<file path="src/sfa_pkg.sv">
// Shared types and constants for the frame and multiframe alignment block.
// Assumes one sample clock domain; SYSREF arrives asynchronously on a pin.
package sfa_pkg;

  // ----------------------------------------------------------------------
  // Widths and reset values
  // ----------------------------------------------------------------------
  localparam int unsigned LMFC_W        = 8;
  localparam int unsigned FRAME_W       = 4;
  localparam int unsigned SYNC_STAGES   = 3;
  localparam logic [7:0]  LMFC_ZERO     = 8'h00;
  localparam logic [3:0]  FRAME_ZERO    = 4'h0;
  localparam logic [7:0]  LMFC_ONE      = 8'h01;
  localparam logic [3:0]  FRAME_ONE     = 4'h1;

  // ----------------------------------------------------------------------
  // Input offset selection codes
  // ----------------------------------------------------------------------
  localparam logic [1:0] OFS_NONE = 2'h0;
  localparam logic [1:0] OFS_POS  = 2'h1;
  localparam logic [1:0] OFS_NEG  = 2'h2;

  // Alignment state.
  typedef enum logic [1:0] {
    SFA_UNALIGNED = 2'b00,
    SFA_ALIGNED   = 2'b01
  } sfa_state_e;

  // Status bundle driven out of the block.
  typedef struct packed {
    logic aligned;
    logic link_drop;
    logic realign;
    logic edge_seen;
  } sfa_status_s;

endpackage : sfa_pkg

</file>
<file path="src/sfa_align.sv">
// SYSREF gating, edge detection and frame / multiframe counter alignment.
// Assumes core_clk is the device sampling clock and the SYSREF source keeps
// its own spacing and pulse width; offset code is applied by the analog front.
`timescale 1ns/1ps

// Operation
// - Each SYSREF rising edge is the reference for frame and multiframe phase.
// - On each edge, compare current counter phase with the edge.
// - Agreeing edge leaves counters untouched and the link running.
// - Disagreeing edge drops the link and re-phases counters to the edge.
// - Periodic SYSREF: first edge aligns, later on-time edges do nothing.
// - Gapped bursts: the first edge of a burst re-aligns only when it is off the multiframe boundary.
// - Off-spacing or mistimed edge forces re-alignment.
// - SYSREF passes an AND gate under a detection enable; disabled edges vanish.
// - A selectable DC offset code for the idle SYSREF input is exposed.
// - Enabling the gate while SYSREF is high counts as a rising edge.
module sfa_align #(
  parameter int unsigned FRAME_LEN = 1,   // Samples per frame; one keeps a multiframe at K samples.
  parameter int unsigned K_FRAMES  = 32   // Frames per multiframe.
) (
  // Clock and reset
  input  wire logic                         core_clk,
  input  wire logic                         resetn,
  // SYSREF pin and configuration
  input  wire logic                         sysref_in,
  input  wire logic                         detect_en,
  input  wire logic [1:0]                   offset_sel,
  // Alignment outputs
  output logic [1:0]                        offset_sel_q,
  output logic [sfa_pkg::FRAME_W-1:0]       frame_cnt_q,
  output logic [sfa_pkg::LMFC_W-1:0]        lmfc_cnt_q,
  output logic                              frame_tick_q,
  output logic                              lmfc_tick_q,
  output sfa_pkg::sfa_status_s              status_q
);

  localparam logic [sfa_pkg::FRAME_W-1:0] FRAME_LAST = sfa_pkg::FRAME_W'(FRAME_LEN - 1);
  localparam logic [sfa_pkg::LMFC_W-1:0]  LMFC_LAST  = sfa_pkg::LMFC_W'(K_FRAMES - 1);

  // ----------------------------------------------------------------------
  // Pin synchronisation
  // ----------------------------------------------------------------------
  logic sr_s2;
  logic sr_s3;
  logic sr_lvl_q;
  logic sr_lvl_d;

  sfa_sync i_sfa_sync (
    .core_clk (core_clk),
    .resetn   (resetn),
    .async_in (sysref_in),
    .stage2_q (sr_s2),
    .stage3_q (sr_s3)
  );

  // A change is accepted only once stages two and three agree.
  always_comb begin
    sr_lvl_d = (sr_s2 == sr_s3) ? sr_s3 : sr_lvl_q;
  end

  // ----------------------------------------------------------------------
  // Gate and edge detection
  // ----------------------------------------------------------------------
  logic gated;
  logic gated_q;
  logic rise;

  // The enable is ANDed with the level, so raising the enable while SYSREF
  // is high also produces a step; that false edge is accepted on purpose.
  assign gated = sr_lvl_q & detect_en;
  assign rise  = gated & ~gated_q;

  // ----------------------------------------------------------------------
  // Counters and alignment decision
  // ----------------------------------------------------------------------
  sfa_pkg::sfa_state_e           state_q;
  sfa_pkg::sfa_state_e           state_d;
  logic [sfa_pkg::FRAME_W-1:0]   frame_d;
  logic [sfa_pkg::LMFC_W-1:0]    lmfc_d;
  logic                          ftick_d;
  logic                          ltick_d;
  logic                          agree;
  sfa_pkg::sfa_status_s          status_d;

  // An edge agrees when it lands on the multiframe boundary, i.e. both
  // counters are about to wrap; any other phase is off-spacing.
  assign agree = (frame_cnt_q == FRAME_LAST) && (lmfc_cnt_q == LMFC_LAST);

  always_comb begin
    state_d  = state_q;
    frame_d  = frame_cnt_q;
    lmfc_d   = lmfc_cnt_q;
    ftick_d  = 1'b0;
    ltick_d  = 1'b0;
    status_d = status_q;
    status_d.edge_seen = rise;
    status_d.realign   = 1'b0;
    status_d.link_drop = 1'b0;
    // Free-running frame and multiframe phase.
    if (frame_cnt_q == FRAME_LAST) begin
      frame_d = sfa_pkg::FRAME_ZERO;
      ftick_d = 1'b1;
      if (lmfc_cnt_q == LMFC_LAST) begin
        lmfc_d  = sfa_pkg::LMFC_ZERO;
        ltick_d = 1'b1;
      end else begin
        lmfc_d = lmfc_cnt_q + sfa_pkg::LMFC_ONE;
      end
    end else begin
      frame_d = frame_cnt_q + sfa_pkg::FRAME_ONE;
    end
    if (rise) begin
      if ((state_q == sfa_pkg::SFA_ALIGNED) && agree) begin
        // Counters already wrap here; the link is left alone.
        status_d.aligned = 1'b1;
      end else begin
        // Edge while unaligned, or any edge off the multiframe boundary: re-phase so the
        // cycle after the edge is sample zero of a fresh multiframe.
        frame_d            = sfa_pkg::FRAME_ZERO;
        lmfc_d             = sfa_pkg::LMFC_ZERO;
        ftick_d            = 1'b1;
        ltick_d            = 1'b1;
        state_d            = sfa_pkg::SFA_ALIGNED;
        status_d.realign   = 1'b1;
        status_d.link_drop = 1'b1;
        status_d.aligned   = 1'b1;
      end
    end
  end

  always_ff @(posedge core_clk or negedge resetn) begin
    if (!resetn) begin
      sr_lvl_q     <= 1'b0;
      gated_q      <= 1'b0;
      state_q      <= sfa_pkg::SFA_UNALIGNED;
      frame_cnt_q  <= sfa_pkg::FRAME_ZERO;
      lmfc_cnt_q   <= sfa_pkg::LMFC_ZERO;
      frame_tick_q <= 1'b0;
      lmfc_tick_q  <= 1'b0;
      status_q     <= '0;
      offset_sel_q <= sfa_pkg::OFS_NONE;
    end else begin
      sr_lvl_q     <= sr_lvl_d;
      gated_q      <= gated;
      state_q      <= state_d;
      frame_cnt_q  <= frame_d;
      lmfc_cnt_q   <= lmfc_d;
      frame_tick_q <= ftick_d;
      lmfc_tick_q  <= ltick_d;
      status_q     <= status_d;
      offset_sel_q <= offset_sel;
    end
  end

  // ----------------------------------------------------------------------
  // Assertions
  // ----------------------------------------------------------------------
  a_edge_realign: assert property (@(posedge core_clk) disable iff (!resetn)
    (rise && !(state_q == sfa_pkg::SFA_ALIGNED && agree)) |=>
      (status_q.link_drop && frame_cnt_q == sfa_pkg::FRAME_ZERO
       && lmfc_cnt_q == sfa_pkg::LMFC_ZERO))
    else $error("Mismatched edge did not re-phase counters.");

  a_agree_keep: assert property (@(posedge core_clk) disable iff (!resetn)
    (rise && state_q == sfa_pkg::SFA_ALIGNED && agree) |=>
      (!status_q.link_drop && !status_q.realign))
    else $error("Agreeing edge broke the link.");

  a_first_edge: assert property (@(posedge core_clk) disable iff (!resetn)
    (rise && state_q == sfa_pkg::SFA_UNALIGNED) |=> status_q.realign)
    else $error("First edge did not align.");

  // Watched at the status output, so a leak anywhere past the gate shows.
  a_gate_block: assert property (@(posedge core_clk) disable iff (!resetn)
    (!detect_en) |=> !status_q.edge_seen)
    else $error("Edge passed a closed gate.");

  a_gate_open_high: assert property (@(posedge core_clk) disable iff (!resetn)
    ($rose(detect_en) && sr_lvl_q && !gated_q) |=> status_q.edge_seen)
    else $error("Gate opening while high gave no edge.");

  a_edge_detect: assert property (@(posedge core_clk) disable iff (!resetn)
    ($rose(gated)) |=> status_q.edge_seen)
    else $error("Gated rise was missed.");

  a_mistimed: assert property (@(posedge core_clk) disable iff (!resetn)
    (rise && !agree) |=> (status_q.realign ##1 !status_q.realign))
    else $error("Mistimed edge did not force one re-alignment.");

  a_lmfc_wrap: assert property (@(posedge core_clk) disable iff (!resetn)
    (!rise && frame_cnt_q == FRAME_LAST && lmfc_cnt_q == LMFC_LAST) |=>
      (lmfc_tick_q && lmfc_cnt_q == sfa_pkg::LMFC_ZERO))
    else $error("Multiframe did not wrap.");

  a_offset_pass: assert property (@(posedge core_clk) disable iff (!resetn)
    1'b1 |=> (offset_sel_q == $past(offset_sel)))
    else $error("Offset code not registered.");

  // A drop without a re-phase would leave the receiver resyncing to stale clocks.
  a_link_pair: assert property (@(posedge core_clk) disable iff (!resetn)
    status_q.link_drop == status_q.realign)
    else $error("Link drop and re-alignment disagree.");

  a_aligned_hold: assert property (@(posedge core_clk) disable iff (!resetn)
    status_q.aligned |=> status_q.aligned)
    else $error("Alignment status was lost.");

  a_tick_zero: assert property (@(posedge core_clk) disable iff (!resetn)
    lmfc_tick_q |-> (lmfc_cnt_q == sfa_pkg::LMFC_ZERO
      && frame_cnt_q == sfa_pkg::FRAME_ZERO))
    else $error("Multiframe tick off the zero phase.");

  // The sampled reset in the antecedent skips the edge on which reset is let go.
  a_frame_step: assert property (@(posedge core_clk) disable iff (!resetn)
    (resetn && !rise && frame_cnt_q != FRAME_LAST) |=>
      (frame_cnt_q == $past(frame_cnt_q) + sfa_pkg::FRAME_ONE))
    else $error("Frame counter stepped off its phase.");

endmodule : sfa_align

</file>
<file path="src/sfa_sync.sv">
// Three-stage synchroniser for an asynchronous pin level.
// Assumes the caller compares only the second and third stages.
`timescale 1ns/1ps
module sfa_sync (
  // Clock and reset
  input  wire logic       core_clk,
  input  wire logic       resetn,
  // Asynchronous level in
  input  wire logic       async_in,
  // Stages two and three out
  output logic            stage2_q,
  output logic            stage3_q
);

  logic [2:0] sync_q;
  logic [2:0] sync_d;

  // Shift the pin through the chain; stage one feeds only stage two.
  always_comb begin
    sync_d = {sync_q[1:0], async_in};
  end

  always_ff @(posedge core_clk or negedge resetn) begin
    if (!resetn) begin
      sync_q <= 3'h0;
    end else begin
      sync_q <= sync_d;
    end
  end

  assign stage2_q = sync_q[1];
  assign stage3_q = sync_q[2];

endmodule : sfa_sync

</file>
<file path="config.mk">
export PLATFORM = sky130hd
export DESIGN_NAME = sfa_align
export DESIGN_NICKNAME = d
export VERILOG_FILES = /design/src/sfa_pkg.sv /design/src/sfa_align.sv /design/src/sfa_sync.sv
export SDC_FILE = /design/constraint.sdc
export NUM_CORES = 1
export LEC_CHECK = 0
export BUFFER_PORTS_ARGS = -buffer_cell sky130_fd_sc_hd__buf_4
export CORE_MARGIN = 2
export CORE_UTILIZATION = 48
export CTS_BUF_LIST = sky130_fd_sc_hd__clkbuf_4 sky130_fd_sc_hd__clkbuf_8
export DETAILED_ROUTE_END_ITERATION = 10
export PLACE_DENSITY = 0.76
export SETUP_SLACK_MARGIN = 0.1
export SLEW_MARGIN = 20
export SYNTH_ARGS = -nofsm -noshare
export SYNTH_HDL_FRONTEND = slang
export SYNTH_SLANG_ARGS = --single-unit
</file>
<file path="constraint.sdc">
create_clock -name core_clk -period 1.8 [get_ports core_clk]
set_clock_uncertainty 0.1 [all_clocks]
set_input_delay 0 -clock core_clk [delete_from_list [all_inputs] [get_ports core_clk]]
set_output_delay 0 -clock core_clk [all_outputs]
set_load 0.02 [all_outputs]
</file>
## Yosys cells after proc, flatten, opt, wreduce, memory -nomap -nowiden

Cells that the tools add are included.

- Add/sub/neg operators: 2
- Eq/ne operators: 2
- Multiplexer cells: 16
- Bitwise logic cells: 4
- Reductions and logical operators: 4

Operators by type and width:

| operator | number |
|---|---|
| 2-to-1 mux 8 bit | 4 |
| 2-to-1 mux 4 bit | 3 |
| adder 8 x 1 -> 8 bit, second input constant | 1 |
| equality test 8 x 5 -> 1 bit, second input constant | 1 |
| 2-to-1 mux 1 bit | 7 |
| adder 4 x 1 -> 4 bit, second input constant | 1 |
| logical NOT 4 bit | 1 |
| 2-to-1 mux 2 bit | 2 |
| AND 1 bit | 2 |
| logical AND 1 bit | 2 |
| inverter 1 bit | 2 |
| AND reduction 2 bit | 1 |
| equality test 1 bit | 1 |

- Bits in registers: 26
- Input port bits: 6
- Output and inout bits: 20
- Logic and storage cells: 41

## Depth between registers and ports, before layout

- Word-level depth: 5
- Depth in mapped cells: 6
- Depth with buffers taken out: 5

## By module

Synthesis repeated with hierarchy kept, for this count alone.

- Cell total of the unflattened synthesis: 85
- Area total of the unflattened synthesis: 992.2 um^2

Modules (own cells, without submodules):

| module | times used | cells an instance | area each (um^2) | seq. area each (um^2) |
|---|---|---|---|---|
| sfa_align | 1 | 82 | 917.1 | 550.5 |
| sfa_sync | 1 | 3 | 75.1 | 75.1 |

## Worst setup path before layout

No wires, ideal clock.

- Path type: register to register
- Start: register frame_cnt_q[0] (netlist name)
- End: register lmfc_cnt_q[5] (netlist name)
- Setup time: 0.078 ns
- Arrival: 1.819 ns
- Data required time: 1.622 ns
- Setup slack: -0.196 ns
- Cell stages (with the launch flop): 7
- Buffers on the path: 1
- Period minus slack after synthesis: 1.996 ns
- Cell sequence: dfrtp_1 > inv_1 > ha_1 > or3b_1 > buf_6 > or4_1 > a21oi_1

- Word-level cells in the longest chain between the ends: 5
- Elaborated cells between the ends (all ways): 6
- Those cells by class: mux (3); reduce/logical (3)

Ends and longest elaborated chain:

| item | line | source |
|---|---|---|
| from (decl) | sfa_align.sv:30 | `output logic [sfa_pkg::FRAME_W-1:0] frame_cnt_q,` |
| from (signal assigned) | sfa_align.sv:136 | `frame_cnt_q <= sfa_pkg::FRAME_ZERO;` |
| from (signal assigned) | sfa_align.sv:146 | `frame_cnt_q <= frame_d;` |
| logical NOT 4 bit * | sfa_align.sv:87, sfa_align.sv:100 |  |
| logical AND 1 bit | sfa_align.sv:87 | `assign agree = (frame_cnt_q == FRAME_LAST) && (lmfc_cnt_q == LMFC_LAST);` |
| logical AND 1 bit | sfa_align.sv:113 | `if ((state_q == sfa_pkg::SFA_ALIGNED) && agree) begin` |
| 2-to-1 mux 8 bit | sfa_align.sv:113 |  |
| 2-to-1 mux 8 bit * | sfa_align.sv:112 | `if (rise) begin` |
| named net lmfc_d, one bit | sfa_align.sv:79 | `logic [sfa_pkg::LMFC_W-1:0] lmfc_d;` |
| to (signal assigned) | sfa_align.sv:137 | `lmfc_cnt_q <= sfa_pkg::LMFC_ZERO;` |
| to (signal assigned) | sfa_align.sv:147 | `lmfc_cnt_q <= lmfc_d;` |
| to (decl) | sfa_align.sv:31 | `output logic [sfa_pkg::LMFC_W-1:0] lmfc_cnt_q,` |

The timed path passes the listed nets; every way through them passes the cells marked *.
A chain may end at the register's enable or synchronous reset.

## Worst setup path after layout

- Start: register frame_cnt_q[1] (netlist name)
- End: register lmfc_cnt_q[7] (netlist name)

Same word-level chain as after synthesis.

==> reports/metrics.yaml <==
first_iter_violations: 11
setup_viol: 0
grt_start_max_net_pins: 26
synthSimpleGateAreaFrac_pct: 17.4
worst_path_max_delay_cell: "dfrtp_2"
async_reset_ff_share_pct: 100
synth_ff_type: "dfrtp_1"
num_rows: 16
viasPerCell: 5.12
worst-path-buf-inv: 1
die_area_um2: 2460
worst_setup_path_end_kind: "register"
final_common_cell: "buf_4"
final_antenna_net_count: 0
antenna_found_initial: 0
grt_pass1_vias: 714
fin_setup_tns_ps: 0
muxShareOfSynthArea_pct: 1.00
fin_crit_ps: 1740
synth_edf_count: 0
cts_tree: "yes"
firstDrtPassIters: 4
synth_top_family_by_area: "simple AND/OR/NAND/NOR gates"
slew_headroom_pct: 77.2
crit_type: "reg -> reg"
clk_pin_slew_ps: 130
arrival_ps: 1880
maxCapViolCount: 0
diodes: 0
pin_count: 26
cp_data_required_time_ps: 1950
track_usage_pct: 17.3
fmax_ghz: 0.576
syn_area_um2: 1000
synth-compound-area-share_pct: 7.38
mostFrequentLayoutCells: "30 x buf_4, 23 x dfrtp_1, 6 x nor2_1"
wirelength_um: 1870
synth_adder_area_share_pct: 4.76
start_util_pct: 51.0
place_congestion: 0.815
crit_fanout: 6
cts-buffers-inserted: 3
gr-total-overflow: 0
yosys_register_bits: 25
final_area_um2: 1370
fp.dieW_um: 49.6
rsz0062_at_grt: "true"
start_kind: "register"
ys_seq_area_share_pct: 62.6
clockBufferDepth: 2
cp_cell_sequence: "inv_2 > ha_4 > or3b_4 > or4_4 > a21oi_2"
yosysWarnings: 0
dp_hpwl_um: 1300
post-route-drc-count: 0
syn_avg_cell_area_um2: 12.3
dpl_cell_area_um2: 1230
critPathMaxStageDelay_ps: 430
wire_per_inst_um: 12.9
worst_slew_pin_slew_ps: 338
final_nets: 128
clock-sinks: 25
cts_root_buf: "clkbuf_4"
p_leak_nw: 0.638
synth_xor_area_share_pct: 3.50
maxSlewViolCount: 0
hold_viol: 0
hold_path_class: "in -> async"
htreeDepth: 1
route.vias.total: 743
die_h_um: 49.6
area_delta_synth_final_pct: 37.2
status: "completed"
drive_above_1_share_pct: 40.7
finalCritPeriodShare_pct: 96.5
coreArea_um2: 1960
syn_inst: 81
path_delay_family: "simple AND/OR/NAND/NOR gates"
clock_latency_ps: 300
powerDensity_nw_per_um2: 1300
synth_cell_types: 28
syn_nets: 90
vdd_drop_max_mv: 0.838
io_buffer_count: 25
grt_pass1_wl_um: 3250
worst paths after layout:
check | from | depth (start not counted) | to | slack [ps]
setup / recovery | frame_cnt_q[1] | 5 | lmfc_cnt_q[7] | 60
hold / removal | resetn | 2 | frame_cnt_q[3] | 8
setup reg to reg | frame_cnt_q[1] | 5 | lmfc_cnt_q[7] | 60
hold reg to reg | i_sfa_sync.sync_q[0] | 0 | i_sfa_sync.sync_q[1] | 270
max in group asynchronous | resetn | 2 | frame_cnt_q[1] | 1350
min in group core_clk | sysref_in | 2 | i_sfa_sync.sync_q[0] | 230
cells by family (layout without fill, tap and decap cells):
family                   count (synthesis)  after routing
AO/OA/AOI/OAI                           12             12
XOR/XNOR                                 4              4
adder cells (fa/ha/maj)                  4              4
buffers and inverters                    6             43
flip-flops                              25             25
multiplexers                             1              1
AND/OR/NAND/NOR                         29             29
stage by stage:
stage | std cells | hold slack (ps) | total power [mW] | setup WS, ps | utilization (%)
after CTS | 145 | 8.63 | 1.77 | 66.7 | 68.7
after global routing | 145 | 19.6 | 1.88 | 17.8 | 69.9
after global placement | 133 | -189 | 1.42 | 59.4 | 62.8
after detailed placement | 133 | -185 | 1.44 | -10.3 | 62.8
after floorplan | 81 | -396 | 1.20 | -22.8 | -
final | 145 | 8.33 | 1.78 | 62.4 | 69.9
worst register-to-register path: cells and delay by family (launching register included):
family                   cells  cell delay [ps]
adder cells (fa/ha/maj)      1              120
buffers and inverters        1               70
flip-flops                   1              430
AND/OR/NAND/NOR              2              840
AO/OA/AOI/OAI                1              130
timing repair:
item                                    4_1_cts  5_1_grt
hold buffers                                  5        0
endpoints found under the setup margin        3        5
buffers inserted                              3        0
resized for setup                             4        6
hold endpoints to repair                     31        0
state kept, by name (all words and copies together), names as in the netlist:
signal / count
status_q: 3
offset_sel_q: 2
sr_lvl_q: 1
lmfc_cnt_q: 8
i_sfa_sync.sync_q: 3
lmfc_tick_q: 1
gated_q: 1
frame_tick_q: 1
frame_cnt_q: 4
state_q: 1
routing by layer:
| metal | vias up | global-route usage [%] | wire (µm) |
|---|---|---|---|
| met5 | - | 0 | 0 |
| met4 | 0 | 6.94 | 29 |
| met3 | 4 | 3.94 | 77 |
| met2 | 22 | 27.1 | 922 |
| met1 | 359 | 23.2 | 836 |
| li1 | 358 | - | - |
power by group:
part	total (mW)	leakage [nW]	switching (mW)	internal, mW
clock	0.240	0.0177	0.157	0.0828
combinational	0.772	0.310	0.401	0.371
sequential	0.764	0.310	0.0973	0.667
Yosys cell counts (2+ instances only):
master / number / area (µm²)
o31ai_1: 2 / 15.0
and2_1: 2 / 12.5
or4_1: 2 / 15.0
xnor2_1: 2 / 17.5
o21ai_0: 3 / 15.0
nand3_1: 4 / 20.0
nand2b_1: 2 / 12.5
nand2_1: 3 / 11.3
a21oi_1: 5 / 25.0
ha_1: 3 / 37.5
inv_1: 4 / 15.0
xor2_1: 2 / 17.5
nor2_1: 6 / 22.5
or3_1: 3 / 18.8
dfrtp_1: 25 / 626
cell type report:
class                   instances  area (µm²)
flip-flops and latches         25         628
fillers                       147         591
multi-input cells              50         392
repair buffers                 35         275
well taps                      27        33.8
clock buffers                   3        22.5
inverters                       4        15.0
clock inverters                 1        5.00
Power figures use the tool's default switching activity.
